--- config.mk ---
export PLATFORM = sky130hd
export DESIGN_NAME = pbid_core
export DESIGN_NICKNAME = d
export VERILOG_FILES = /design/src/rtl/pbid_pkg.sv /design/src/rtl/pbid_core.sv
export VERILOG_INCLUDE_DIRS = /design/src /design/src/rtl
export SDC_FILE = /design/constraint.sdc
export NUM_CORES = 1
export LEC_CHECK = 0
export ABC_AREA = 1
export BUFFER_PORTS_ARGS = -buffer_cell sky130_fd_sc_hd__buf_2
export CORE_MARGIN = 2
export CORE_UTILIZATION = 35
export DETAILED_ROUTE_END_ITERATION = 8
export PLACE_DENSITY = 0.61
export RECOVER_POWER = 50
export SLEW_MARGIN = 20
export SYNTH_ARGS = -nofsm -noshare
export SYNTH_HDL_FRONTEND = slang
export SYNTH_SLANG_ARGS = --single-unit
--- constraint.sdc ---
create_clock -name clk_sys -period 1.7 [get_ports clk_sys]
set_input_delay 0.085 -clock clk_sys [delete_from_list [all_inputs] [get_ports clk_sys]]
set_output_delay 0.085 -clock clk_sys [all_outputs]
set_load 0.02 [all_outputs]
--- src/rtl/pbid_map.svh ---
// Constants of the processor bus interface and front-end data path.
// Assumes inclusion by the package, the core module and the testbench.
`ifndef PBID_MAP_SVH
`define PBID_MAP_SVH
// Timing: slave answer limit and arbitration answer limit
`define PBID_DTO_NS        10000
`define PBID_ARB_NS        5000
`define PBID_CLK_NS        10
// Power sequencing step times
`define PBID_PWR_STEP_NS   20000
// Processor addresses decoded from the bus address register
`define PBID_SR_ADDR       16'hFF78
`define PBID_PS_ADDR       16'hFFFE
`define PBID_STACK_LIMIT   16'h0100
// Transfer type encodings, as carried by the microinstruction
`define PBID_XF_DATI       2'h0
`define PBID_XF_DATIP      2'h1
`define PBID_XF_DATO       2'h2
`define PBID_XF_DATOB      2'h3
// Data select mux encodings
`define PBID_DS_BUS        2'h0
`define PBID_DS_RD         2'h1
`define PBID_DS_D          2'h2
`define PBID_DS_DSHR       2'h3
`endif

--- src/rtl/pbid_pkg.sv ---
// Types of the processor bus interface and front-end data path.
// Assumes the constants header sits beside it in rtl/.
package pbid_pkg;
   `include "pbid_map.svh"
   // Bus master transfer sequencer states
   typedef enum logic [2:0] {
      PBID_M_IDLE, PBID_M_ADDR, PBID_M_WAIT, PBID_M_HOLD, PBID_M_END
   } pbid_mst_t;
   // Ownership arbiter states
   typedef enum logic [1:0] {
      PBID_A_IDLE, PBID_A_GRANT, PBID_A_OWNED
   } pbid_arb_t;
   // Power sequencer states
   typedef enum logic [2:0] {
      PBID_P_DOWN, PBID_P_INIT, PBID_P_UP, PBID_P_ACLOW, PBID_P_DCLOW
   } pbid_pwr_t;
endpackage

--- src/rtl/pbid_core.sv ---
// Processor bus interface, console front end and operand staging path.
// Assumes a microsequencer on clk_sys supplying microinstruction fields
// and bus pins already resolved to separate in/out/enable signals.
// Contract
// - Switch register address read on console drives switch value onto bus data.
// - Data display always shows the data select mux output.
// - Address display always shows the bus address register.
// - Console switch activations reported for microprogram branching.
// - Flags record start/continue and chain examine or deposit increments.
// - Performs read, read-pause, write and write-byte transfers on request.
// - Transfers checked for odd address, stack overflow and data time-out.
// - Addressed by another master, processor answers as a slave.
// - Grants ownership to requesters and times out a silent one.
// - Power-fail sequences AC low, DC low and init in fixed order.
// - Read data latched and master sync dropped by the next start or B, IR or D load.
// - Start and check flip-flops load from fields, plain or conditional.
// - Arbitration and power logic run independently of the microprogram.
// - Address, D, status and switch registers each have bus drivers.
// - Bus data enters through receivers into the data select mux.
// - Sixteen-entry scratchpad plus B, D, address, status, instruction.
// - Operand A comes straight from the scratchpad read bus.
// - Scratchpad accesses one address per cycle, never read and write.
// - B register stages an operand for the ALU B input.
`include "pbid_map.svh"
module pbid_core
   import pbid_pkg::*;
#(
   parameter int DTO_CYC = (`PBID_DTO_NS + `PBID_CLK_NS - 1) / `PBID_CLK_NS,
   parameter int ARB_CYC = (`PBID_ARB_NS + `PBID_CLK_NS - 1) / `PBID_CLK_NS,
   parameter int PWR_CYC = (`PBID_PWR_STEP_NS + `PBID_CLK_NS - 1)
                           / `PBID_CLK_NS
) (
   input  wire logic        clk_sys,      // Microcycle clock
   input  wire logic        srst,         // Synchronous reset
   // Microinstruction fields
   input  wire logic        ui_bus_start, // Start bus transfer
   input  wire logic        ui_start_cond,// Start only if condition
   input  wire logic        ui_cond,      // Branch condition
   input  wire logic [1:0]  ui_xfer,      // Transfer type
   input  wire logic        ui_chk_en,    // Load error checking
   input  wire logic        ui_sp_stack,  // Address is stack pointer use
   input  wire logic        ui_console,   // Console routine active
   input  wire logic [1:0]  ui_dsel,      // Data select mux choice
   input  wire logic        ui_ld_ba,     // Load bus address reg
   input  wire logic        ui_ld_d,      // Load D reg
   input  wire logic        ui_ld_b,      // Load B reg
   input  wire logic        ui_ld_ps,     // Load status reg
   input  wire logic        ui_ld_ir,     // Load instruction reg
   input  wire logic        ui_sp_wr,     // Scratchpad write
   input  wire logic        ui_sp_rd,     // Scratchpad read
   input  wire logic [3:0]  ui_sp_addr,   // Scratchpad address
   input  wire logic [15:0] alu_out,      // ALU result
   input  wire logic        ui_flag_clr,  // Clear start and continue flags
   // Operand outputs
   output logic      [15:0] operand_a,    // ALU A input
   output logic      [15:0] b_reg,        // Staged B operand
   output logic      [15:0] instruction_reg, // Instruction register
   output logic      [7:0]  processor_status_reg, // Status register
   output logic             busy,         // Transfer in progress
   output logic             err_odd,      // Odd address error
   output logic             err_stack,    // Stack overflow error
   output logic             err_dto,      // Data time-out error
   // Console
   input  wire logic [15:0] sw_reg,       // Switch register
   input  wire logic [5:0]  con_sw,       // Start,halt,ld,exam,dep,cont
   output logic      [5:0]  con_event,    // Switch activations
   output logic             flag_start,   // Start sequence flag
   output logic             flag_cont,    // Continue sequence flag
   output logic             flag_exam,    // Previous was examine
   output logic             flag_dep,     // Previous was deposit
   output logic             con_incr,     // Consecutive, advance addr
   output logic      [15:0] disp_data,    // Data display
   output logic      [15:0] disp_addr,    // Address display
   // System bus pins
   input  wire logic [15:0] bus_a_in,     // Address lines in
   output logic      [15:0] bus_a_out,    // Address lines out
   output logic             bus_a_oe,     // Address drive
   input  wire logic [15:0] bus_d_in,     // Data lines in
   output logic      [15:0] bus_d_out,    // Data lines out
   output logic             bus_d_oe,     // Data drive
   input  wire logic [1:0]  bus_c_in,     // Control lines in
   output logic      [1:0]  bus_c_out,    // Control lines out
   output logic             bus_c_oe,     // Control drive
   input  wire logic        msyn_in,      // Master sync in
   output logic             msyn_out,     // Master sync out
   input  wire logic        ssyn_in,      // Slave sync in
   output logic             ssyn_out,     // Slave sync out
   input  wire logic        nonprocessor_request, // Request, NONPROCESSOR_REQUEST
   input  wire logic        br_in,        // Priority bus request
   output logic             npg_out,      // NONPROCESSOR_REQUEST grant
   output logic             bg_out,       // Bus grant
   input  wire logic        sack_in,      // Selection acknowledge
   input  wire logic        bbsy_in,      // Bus busy in
   output logic             bbsy_out,     // Bus busy out
   output logic             arb_tmo,      // Ownership exchange timed out
   input  wire logic        pwr_ok,       // Supply good
   output logic             ac_low,       // Bus AC low
   output logic             dc_low,       // Bus DC low
   output logic             bus_init      // Bus initialize
);
   // ---------------------------------------------------------------
   // Pin synchronisers
   // ---------------------------------------------------------------
   logic [15:0] a_s1, a_s2, d_s1, d_s2, swr_s1, swr_s2;
   logic [1:0]  c_s1, c_s2;
   logic [8:0]  p_s1, p_s2;
   logic [5:0]  sw_s1, sw_s2, sw_prev;
   // Two stages each; only the second is read by logic
   always_ff @(posedge clk_sys) begin
      a_s1  <= bus_a_in;
      a_s2  <= a_s1;
      d_s1  <= bus_d_in;
      d_s2  <= d_s1;
      c_s1  <= bus_c_in;
      c_s2  <= c_s1;
      p_s1  <= {msyn_in, ssyn_in, nonprocessor_request, br_in, sack_in,
                bbsy_in, pwr_ok, 2'h0};
      p_s2  <= p_s1;
      sw_s1 <= con_sw;
      sw_s2 <= sw_s1;
      swr_s1 <= sw_reg;
      swr_s2 <= swr_s1;
   end
   wire msyn_s  = p_s2[8];
   wire ssyn_s  = p_s2[7];
   wire npr_s   = p_s2[6];
   wire br_s    = p_s2[5];
   wire sack_s  = p_s2[4];
   wire bbsy_s  = p_s2[3];
   wire pwrok_s = p_s2[2];

   // ---------------------------------------------------------------
   // Data path registers and scratchpad
   // ---------------------------------------------------------------
   logic [15:0] sp_mem [16];
   logic [15:0] sp_rd, d_reg, ba_reg, dmux, rd_latch;
   // Write has priority; a read is then suppressed in that cycle
   wire sp_do_wr = ui_sp_wr;
   wire sp_do_rd = ui_sp_rd && !ui_sp_wr;
   always_ff @(posedge clk_sys) begin
      if (sp_do_wr) sp_mem[ui_sp_addr] <= alu_out;
      if (sp_do_rd) sp_rd <= sp_mem[ui_sp_addr];
   end
   // Operand A is the read bus, unmuxed
   assign operand_a = sp_rd;
   // Data select mux: bus receivers, read bus, D, D shifted right
   assign dmux = (ui_dsel == `PBID_DS_BUS) ? rd_latch :
                 (ui_dsel == `PBID_DS_RD)  ? sp_rd :
                 (ui_dsel == `PBID_DS_D)   ? d_reg :
                 {1'b0, d_reg[15:1]};
   // Registers of the data path
   always_ff @(posedge clk_sys) begin
      if (srst) begin
         b_reg <= 16'h0000;
         d_reg <= 16'h0000;
         ba_reg <= 16'h0000;
         processor_status_reg <= 8'h00;
         instruction_reg <= 16'h0000;
      end else begin
         if (ui_ld_b)  b_reg <= dmux;
         if (ui_ld_d)  d_reg <= alu_out;
         if (ui_ld_ba) ba_reg <= alu_out;
         if (ui_ld_ps) processor_status_reg <= dmux[7:0];
         if (ui_ld_ir) instruction_reg <= dmux;
      end
   end
   // Displays register the mux and address register, one cycle behind
   always_ff @(posedge clk_sys) begin
      disp_data <= dmux;
      disp_addr <= ba_reg;
   end

   // ---------------------------------------------------------------
   // Console switches and flags
   // ---------------------------------------------------------------
   wire [5:0] sw_rise = sw_s2 & ~sw_prev;
   always_ff @(posedge clk_sys) begin
      if (srst) begin
         sw_prev <= 6'h00;
         con_event <= 6'h00;
         flag_start <= 1'b0;
         flag_cont <= 1'b0;
         flag_exam <= 1'b0;
         flag_dep <= 1'b0;
         con_incr <= 1'b0;
      end else begin
         sw_prev <= sw_s2;
         con_event <= sw_rise;
         // Set wins over the microprogram's clear
         flag_start <= sw_rise[0] | (flag_start & ~ui_flag_clr);
         flag_cont  <= sw_rise[5] | (flag_cont & ~ui_flag_clr);
         if (sw_rise[3]) begin
            con_incr <= flag_exam;
            flag_exam <= 1'b1;
            flag_dep <= 1'b0;
         end else if (sw_rise[4]) begin
            con_incr <= flag_dep;
            flag_dep <= 1'b1;
            flag_exam <= 1'b0;
         end else if (|sw_rise) begin
            con_incr <= 1'b0;                       // Other switch breaks chain
            flag_exam <= 1'b0;
            flag_dep <= 1'b0;
         end
      end
   end

   // ---------------------------------------------------------------
   // Master transfers and error checking
   // ---------------------------------------------------------------
   localparam int DTOW = $clog2(DTO_CYC + 1);
   pbid_mst_t   mst, next_mst;
   logic [1:0]  xfer;
   logic [DTOW-1:0] dto_cnt;
   wire is_sr = (ba_reg == `PBID_SR_ADDR);
   wire is_ps = (ba_reg == `PBID_PS_ADDR);
   wire is_rd = (xfer == `PBID_XF_DATI) || (xfer == `PBID_XF_DATIP);
   // Start loads plainly or only under the condition
   wire go = ui_bus_start && (!ui_start_cond || ui_cond);
   wire odd_bad = ba_reg[0] && (ui_xfer != `PBID_XF_DATOB);
   wire stk_bad = ui_sp_stack && (ba_reg < `PBID_STACK_LIMIT);
   wire check = go && ui_chk_en;
   wire start_ok = go && !(ui_chk_en && (odd_bad || stk_bad));
   wire dto_hit = (dto_cnt == DTOW'(DTO_CYC));
   // Next state: read ends on the next start or B, IR or D load
   always_comb begin
      next_mst = mst;
      case (mst)
         PBID_M_IDLE: if (start_ok && !bbsy_s) next_mst = PBID_M_ADDR;
         PBID_M_ADDR: next_mst = PBID_M_WAIT;
         PBID_M_WAIT: begin
            if (dto_hit)     next_mst = PBID_M_END;
            else if (ssyn_s) next_mst = is_rd ? PBID_M_HOLD : PBID_M_END;
         end
         PBID_M_HOLD: if (ui_bus_start || ui_ld_b || ui_ld_ir ||
                          ui_ld_d) next_mst = PBID_M_END;
         PBID_M_END:  next_mst = PBID_M_IDLE;
         default:     next_mst = PBID_M_IDLE;
      endcase
   end
   always_ff @(posedge clk_sys) begin
      if (srst) begin
         mst <= PBID_M_IDLE;
         xfer <= `PBID_XF_DATI;
         dto_cnt <= '0;
         rd_latch <= 16'h0000;
         err_odd <= 1'b0;
         err_stack <= 1'b0;
         err_dto <= 1'b0;
      end else begin
         mst <= next_mst;
         if (mst == PBID_M_IDLE && start_ok) xfer <= ui_xfer;
         dto_cnt <= (mst == PBID_M_WAIT) ? dto_cnt + DTOW'(1) : '0;
         if (mst == PBID_M_HOLD && next_mst == PBID_M_END)
            rd_latch <= d_s2;
         if (check) begin
            err_odd <= odd_bad;
            err_stack <= stk_bad;
         end
         if (mst == PBID_M_WAIT && dto_hit) err_dto <= 1'b1;
         else if (check) err_dto <= 1'b0;
      end
   end
   wire m_own = (mst != PBID_M_IDLE);
   assign busy = m_own;

   // ---------------------------------------------------------------
   // Slave response to other masters
   // ---------------------------------------------------------------
   logic slv_ack;
   wire hit_sr = (a_s2 == `PBID_SR_ADDR);
   wire hit_ps = (a_s2 == `PBID_PS_ADDR);
   wire s_sel  = !m_own && msyn_s && (hit_sr || hit_ps);
   wire s_read = !c_s2[1];
   always_ff @(posedge clk_sys) begin
      if (srst) slv_ack <= 1'b0;
      else      slv_ack <= s_sel;
   end

   // ---------------------------------------------------------------
   // Bus drivers
   // ---------------------------------------------------------------
   // Switch drivers: console or slave reads
   wire drv_sw  = (m_own && ui_console && is_sr && is_rd) ||
                  (slv_ack && hit_sr && s_read);
   wire drv_ps  = (slv_ack && hit_ps && s_read) ||
                  (m_own && is_ps && is_rd);
   wire drv_d   = m_own && !is_rd && !is_sr;
   assign bus_d_out = drv_sw ? swr_s2 :
                      drv_ps ? {8'h00, processor_status_reg} :
                      d_reg;
   assign bus_d_oe  = drv_sw || drv_ps || drv_d;
   assign bus_a_out = ba_reg;
   assign bus_a_oe  = m_own;
   assign bus_c_out = xfer;
   assign bus_c_oe  = m_own;
   assign msyn_out  = (mst == PBID_M_WAIT) || (mst == PBID_M_HOLD);
   assign ssyn_out  = slv_ack;
   assign bbsy_out  = m_own;

   // ---------------------------------------------------------------
   // Ownership arbitration, free of the microprogram
   // ---------------------------------------------------------------
   localparam int ARBW = $clog2(ARB_CYC + 1);
   pbid_arb_t arb;
   logic [ARBW-1:0] arb_cnt;
   logic gnt_npr;
   always_ff @(posedge clk_sys) begin
      if (srst) begin
         arb <= PBID_A_IDLE;
         arb_cnt <= '0;
         gnt_npr <= 1'b0;
         arb_tmo <= 1'b0;
      end else begin
         arb_tmo <= 1'b0;
         case (arb)
            PBID_A_IDLE: if (!m_own && (npr_s || br_s)) begin
               arb <= PBID_A_GRANT;
               gnt_npr <= npr_s;                                // NONPROCESSOR_REQUEST first
               arb_cnt <= '0;
            end
            PBID_A_GRANT: begin
               arb_cnt <= arb_cnt + ARBW'(1);
               if (sack_s) arb <= PBID_A_OWNED;
               else if (arb_cnt == ARBW'(ARB_CYC)) begin
                  arb <= PBID_A_IDLE;
                  arb_tmo <= 1'b1;
               end
            end
            PBID_A_OWNED: if (!sack_s && !bbsy_s) arb <= PBID_A_IDLE;
            default: arb <= PBID_A_IDLE;
         endcase
      end
   end
   assign npg_out = (arb == PBID_A_GRANT) && gnt_npr;
   assign bg_out  = (arb == PBID_A_GRANT) && !gnt_npr;

   // ---------------------------------------------------------------
   // Power sequencing, free of the microprogram
   // ---------------------------------------------------------------
   localparam int PWRW = $clog2(PWR_CYC + 1);
   pbid_pwr_t pwr;
   logic [PWRW-1:0] pwr_cnt;
   wire pwr_done = (pwr_cnt == PWRW'(PWR_CYC));
   always_ff @(posedge clk_sys) begin
      if (srst) begin
         pwr <= PBID_P_DOWN;
         pwr_cnt <= '0;
      end else begin
         pwr_cnt <= pwr_done ? '0 : pwr_cnt + PWRW'(1);
         case (pwr)
            // Up: DC high, then init drops as AC goes high
            PBID_P_DOWN:  if (pwrok_s && pwr_done) pwr <= PBID_P_INIT;
            PBID_P_INIT:  if (pwr_done) pwr <= PBID_P_UP;
            PBID_P_UP:    if (!pwrok_s) begin
               pwr <= PBID_P_ACLOW;
               pwr_cnt <= '0;
            end
            // Down: AC low, wait, then DC low with init
            PBID_P_ACLOW: if (pwr_done) pwr <= PBID_P_DCLOW;
            PBID_P_DCLOW: if (pwr_done) pwr <= PBID_P_DOWN;
            default:      pwr <= PBID_P_DOWN;
         endcase
      end
   end
   assign ac_low   = (pwr != PBID_P_UP);
   assign dc_low   = (pwr == PBID_P_DOWN) || (pwr == PBID_P_DCLOW);
   assign bus_init = (pwr != PBID_P_UP) && (pwr != PBID_P_ACLOW);
endmodule

==> metrics.txt, run 1 <==
crit-path max FO 6; Worst Clk Skew 0.0127 ns; ys flop type dfxtp_1; CTS tree yes; setup violators final 18; Area Overhead vs Synth 30.0%; leakage power 10.8 nW; Sw Share 23.4%; unrepaired setup endpoints after global routing true; TNS Setup -9.15 ns; final instance area ~27000 sq um; first-pass GRT wire length roughly 86000 microns; cts bufs inserted between 50 and 60; R2R Path End pwr_cnt[10]; CORE AREA 57700 sq um; power share of the sequential group between 40 and 50%; Final Util ~46%; post-synthesis cell count approximately 1800; fin nets 2341; R2R depth 8; Finished Layout Cells 3053; Vias per Instance 4.87; register area share after synthesis 70.0%; H-tree depth 2; clk slew on worst S/H paths 0.06 ns; MaxCap Viol Count 0; # placed instances 2826; Largest register FFs roughly 260; Worst Tran Pin Value about 1.3 ns; starting density of the core 35.4%; Detailed Route Iter0 Violations between 1000 and 1500; Hold WC Path Type input pin to flop; outcome finished with violations; Placer Congestion around 0.85; Crit Path Class flop to primary output; number of remaining DRC errors 0; maximum VDD drop around 0.0008 V; reg-to-reg startpoint pwr_cnt[0]; Critical Path AT 2.19 ns; DRT Pass-1 Iters 7; CTS Sinks 579; Clk pwr share a little over two fifths; Die ar. around 60000 sq um; Fin Hold WS 0.0465 ns; Largest Register sp_mem; WL/cell 19.2 microns; Max clock buf depth 3; Post-DP HPWL 39800 microns; Crit path required time 1.62 ns; final wirelength 58800 microns; initial antenna violation count 4; total gr overflow 0; ys async rst share 0%; via count 14900; Cell Rows 88; Final Slew Violations 0; Routed Antenna Nets 0; syn_nets 1919; vias in the first global route 14300; CTS root buffer clkbuf_16; clk_lat worst skew 0.62 ns; hold wc startpoint ui_start_cond; Startpoint Class flop; hold path cells 6; Pwr per Cell Area 1220 nW/um^2; PortBufs 250; Syn. warnings 0; Rel. slew slack between 10 and 15%; die width about 250 microns; synthesized cell area 20400 sq um; largest net degree at the start of global routing between 70 and 80; P_int between 20 and 25 mW; P_sw 7.60 mW; Ports 252; combinational power share 8.6%; failing checks negative setup slack; Critical Path End Type primary output; Synth Area per Inst 11.3 sq um; die outline height 246 microns; distinct cell type count of the synthesized netlist between 50 and 60; min Tclk post-route 2.28 ns; hold path endpoint mst[0]; Hold Vio Cnt, Final 0; Post-synth EDFFs ~270; commonest non-fill, non-tap cell in the layout dfxtp_1; layout cells sized above 1 22.9%; GRT Total Usage a little under a fifth; fmax 0.439 GHz; register bit count reported by yosys around 580; final setup margin -0.576 ns; FF-to-FF setup slack about 0.18 ns; Post-DP Area between 20000 and 25000 sq um; most frequent cells in the layout dfxtp_1, edfxtp_1, nand2_1; crit share post-route 134%
[layout make-up]
cell class	instances	area (sq um)
fill	5217	31100
sequential	579	14300
multi-input combinational	1010	5450
timing repair buffer	432	3110
clock buffer	78	1660
tap	765	957
inverter	150	572
clock inverter	34	507
antenna	5	12.5
[through the flow]
| stage | power, mW | setup WS, ns |
|---|---|---|
| 3_3_place_gp | 18.2 | 0.0434 |
| 3_5_place_dp | 18.3 | 0.00877 |
| 4_1_cts | 32.7 | -0.584 |
| 6_report | 32.5 | -0.576 |
| 5_1_grt | 33.6 | -0.701 |
| 2_1_floorplan | 17.1 | -0.0745 |
[critical path, cell delays in order, from the launching register on]
cell and delay, ns:
dfxtp_1 0.30, nand2_1 0.05, nor2_1 0.09, nand2_1 0.10, nor2_4 0.22, nand3_4 0.18, nand2_8 0.17, buf_12 0.14
nand2_4 0.04, nand3_2 0.06, nand2_2 0.07, buf_6 0.13
[worst max-delay path by stage]
stage                             start  slack, ns       endpoint  depth (start not counted)
final                          a_s2[12]      -0.58   bus_d_out[3]                         11
after global routing           a_s2[12]      -0.70   bus_d_out[6]                         11
after floorplan           ui_sp_addr[0]      -0.07   sp_mem[8][0]                          5
after global placement         a_s2[10]       0.04   bus_d_out[7]                         10
after CTS                       a_s2[8]      -0.58  bus_d_out[14]                         11
after detailed placement         mst[1]      0.009  bus_d_out[13]                         10
[synthesized netlist by cell type, drive strengths merged, types with 2 or more instances]
library cell / n / area [sq um]
nor4: 3 / 25.0
nand2: 308 / 1270
nand4: 30 / 188
a21oi: 75 / 387
a22oi: 128 / 961
nand3: 55 / 293
nor3: 16 / 85.1
edfxtp: 272 / 8170
buf: 45 / 283
and3: 2 / 12.5
dfxtp: 307 / 6150
ha: 6 / 75.1
nor3b: 4 / 40.0
nor2: 242 / 977
inv: 149 / 562
nand3b: 2 / 15.0
o21ai: 116 / 614
clkbuf: 28 / 106
o31ai: 7 / 135
or2: 5 / 31.3
[kinds of logic after synthesis]
logic type / synth area share, %
AND/OR/NAND/NOR: 14.4
flip-flops: 70.0
AO/OA/AOI/OAI: 10.5
buffers and inverters: 4.67
adder cells (fa/ha/maj): 0.367
XOR/XNOR: 0.0857
[timing repair]
action	CTS	global route
setup endpoints to repair	19	20
pin swaps	25	26
setup buffers	11	1
resized for setup	84	30
gates cloned	2	0
hold endpoints to repair	400	0
hold buffers	96	0
[power groups by stage]
| stage | registers (mW) | logic, mW | clock network (mW) |
|---|---|---|---|
| floorplan | 15.9 | 1.24 | 0 |
| global route | 15.5 | 3.04 | 15.0 |
| global placement | 15.7 | 2.51 | 0 |
| finish | 15.5 | 2.79 | 14.2 |
| CTS | 15.4 | 2.83 | 14.5 |
| detailed placement | 15.7 | 2.56 | 0 |
[per-layer routing]
layer,GRT usage (%),vias to the layer above,routed length [microns]
li1,-,7069,-
met1,25.0,7192,25000
met2,31.9,527,28700
met3,3.84,73,3900
met4,5.22,2,1130
met5,0,-,13
Power figures use the tool's default switching activity.
==> run 2: changes to the inputs <==
--- a/config.mk
+++ b/config.mk
@@ -13,6 +13,7 @@
 export DETAILED_ROUTE_END_ITERATION = 8
 export PLACE_DENSITY = 0.61
 export RECOVER_POWER = 50
+export SETUP_SLACK_MARGIN = 0.05
 export SLEW_MARGIN = 20
 export SYNTH_ARGS = -nofsm -noshare
 export SYNTH_HDL_FRONTEND = slang
==> metrics.txt, run 2 (synthesized netlist as in run 1, its figures left out) <==
outcome finished with violations (unchanged); failing checks negative setup slack (unchanged); Routed Antenna Nets 0 (unchanged); final wirelength 58800 microns (about the same); die outline height 246 microns (unchanged); fin nets 2340 (was 2341); Largest register FFs 256 (unchanged); largest net degree at the start of global routing 71 (unchanged); clk slew on worst S/H paths 0.06 ns (about the same); TNS Setup -9.11 ns (was -9.15 ns); Ports 252 (unchanged); Worst Clk Skew 0.0160 ns (was 0.0127 ns); fmax 0.440 GHz (was 0.439 GHz); H-tree depth 2 (unchanged); most frequent cells in the layout dfxtp_1, edfxtp_1, nand2_1 (unchanged); commonest non-fill, non-tap cell in the layout dfxtp_1 (unchanged); starting density of the core 35.4% (unchanged); number of remaining DRC errors 0 (unchanged); Hold Vio Cnt, Final 0 (unchanged); Startpoint Class flop (unchanged); final setup margin -0.573 ns (was -0.576 ns); Critical Path End Type primary output (unchanged); CORE AREA 57700 sq um (unchanged); WL/cell 19.3 microns (was 19.2 microns); Crit Path Class flop to primary output (unchanged); Hold WC Path Type input pin to flop (unchanged); first-pass GRT wire length 86400 microns (about the same); Area Overhead vs Synth 30.2% (was 30.0%); CTS tree yes (unchanged); min Tclk post-route 2.27 ns (was 2.28 ns); Final Slew Violations 0 (unchanged); initial antenna violation count 4 (unchanged); Largest Register sp_mem (unchanged); maximum VDD drop 0.000800 V (about the same); Placer Congestion 0.853 (unchanged); setup violators final 18 (unchanged); Crit path required time 1.62 ns (about the same); pre-CTS setup slack 0.00877 ns (unchanged); crit-path max FO 6 (unchanged); Die ar. 60400 sq um (unchanged); Fill cells 5216 (was 5217); vias in the first global route 14300 (about the same); Detailed Route Iter0 Violations 1132 (was 1105); Max clock buf depth 3 (unchanged); Worst Tran Pin Value 1.25 ns (was 1.29 ns); Critical Path AT 2.19 ns (about the same); CTS root buffer clkbuf_16 (unchanged); clk_lat worst skew 0.62 ns (about the same); Vias per Instance 4.87 (about the same); cts bufs inserted 59 (unchanged); unrepaired setup endpoints after global routing true (unchanged); crit share post-route 134% (about the same); Final Util 46.1% (about the same); GRT Total Usage 19.0% (about the same); Fin Hold WS 0.0817 ns (was 0.0465 ns); die width 246 microns (unchanged); total gr overflow 0 (unchanged); layout cells sized above 1 23.1% (was 22.9%); MaxCap Viol Count 0 (unchanged); Pwr per Cell Area 1220 nW/um^2 (about the same); via count 14900 (about the same); CTS Sinks 579 (unchanged); DRT Pass-1 Iters 5 (was 7); Post-DP HPWL 39800 microns (unchanged); PortBufs 250 (unchanged); Cell Rows 88 (unchanged); leakage power 10.8 nW (about the same); Rel. slew slack 17.0% (was 14.0%)
## run 2: cell types whose count changed in the layout (fill, tap and decap cells not counted), moves of 2 or more
| cell | change |
|---|---|
| diode_2 | +2 |
| nor2_4 | +3 |
| dfxtp_1 | -4 |
| nor2_1 | -2 |
| dfxtp_2 | +4 |
## run 2: worst paths after layout
check,slack (ns),cells past startpoint,start,end
worst max register to register,0.16,7,mst[0],rd_latch[2]
worst max-delay path,-0.57,11,a_s2[12],bus_d_out[3]
worst min register to register,0.31,0,a_s1[1],a_s2[1]
worst min-delay path,0.08,6,ui_start_cond,mst[0]
## run 2: worst max-delay path, stage by stage, from the launching register on
cell and delay, ns:
dfxtp_1 0.30, nand2_1 0.05, nor2_1 0.09, nand2_1 0.10, nor2_4 0.22, nand3_4 0.18, nand2_8 0.17, buf_12 0.14
nand2_4 0.04, nand3_2 0.06, nand2_2 0.07, buf_6 0.13
## run 2: what timing repair did
| item | in CTS | in global routing |
|---|---|---|
| buffers inserted | 11 | 1 |
| resized for setup | 87 | 36 |
| pin swaps | 25 | 28 |
| gates cloned | 2 | 0 |
| hold buffers | 95 | 0 |
| setup endpoints to repair | 20 | 25 |
| endpoints found under the hold margin | 400 | 0 |
## run 2: through the flow
| stage | cell area [sq um] | cells | power (mW) |
|---|---|---|---|
| final | 26600 | 3054 | 32.5 |
| after global routing | 26600 | 3050 | 33.6 |
| after CTS | 26600 | 3046 | 32.7 |
| after detailed placement | 23100 | 2826 | 18.3 |
| after global placement | 23100 | 2826 | 18.2 |
| after floorplan | 20500 | 1810 | 17.1 |
## run 2: cell type report
cell class                      count  area (sq um)  area share (%)
Clock buffer                       78          1660            6.23
Sequential cell                   579         14300            53.8
Clock inverter                     34           507            1.90
Multi-Input combinational cell   1010          5470            20.5
Timing Repair Buffer              431          3110            11.7
Antenna cell                        7          17.5          0.0658
Inverter                          150           568            2.13
Tap cell                          765           957            3.60
## run 2: power by group
group          switching, mW  total (mW)  internal (mW)
Combinational           1.81        2.80          0.994
Clock                   5.50        14.2           8.71
Sequential             0.295        15.5           15.2
Total                   7.60        32.5           24.9
## run 2: layer usage
metal,vias up,track usage (%),part of all wire [%]
met5,-,0,0.022
met4,2,5.22,1.9
met3,73,3.84,6.7
met2,556,31.9,49
met1,7179,25.0,43
li1,7072,-,-
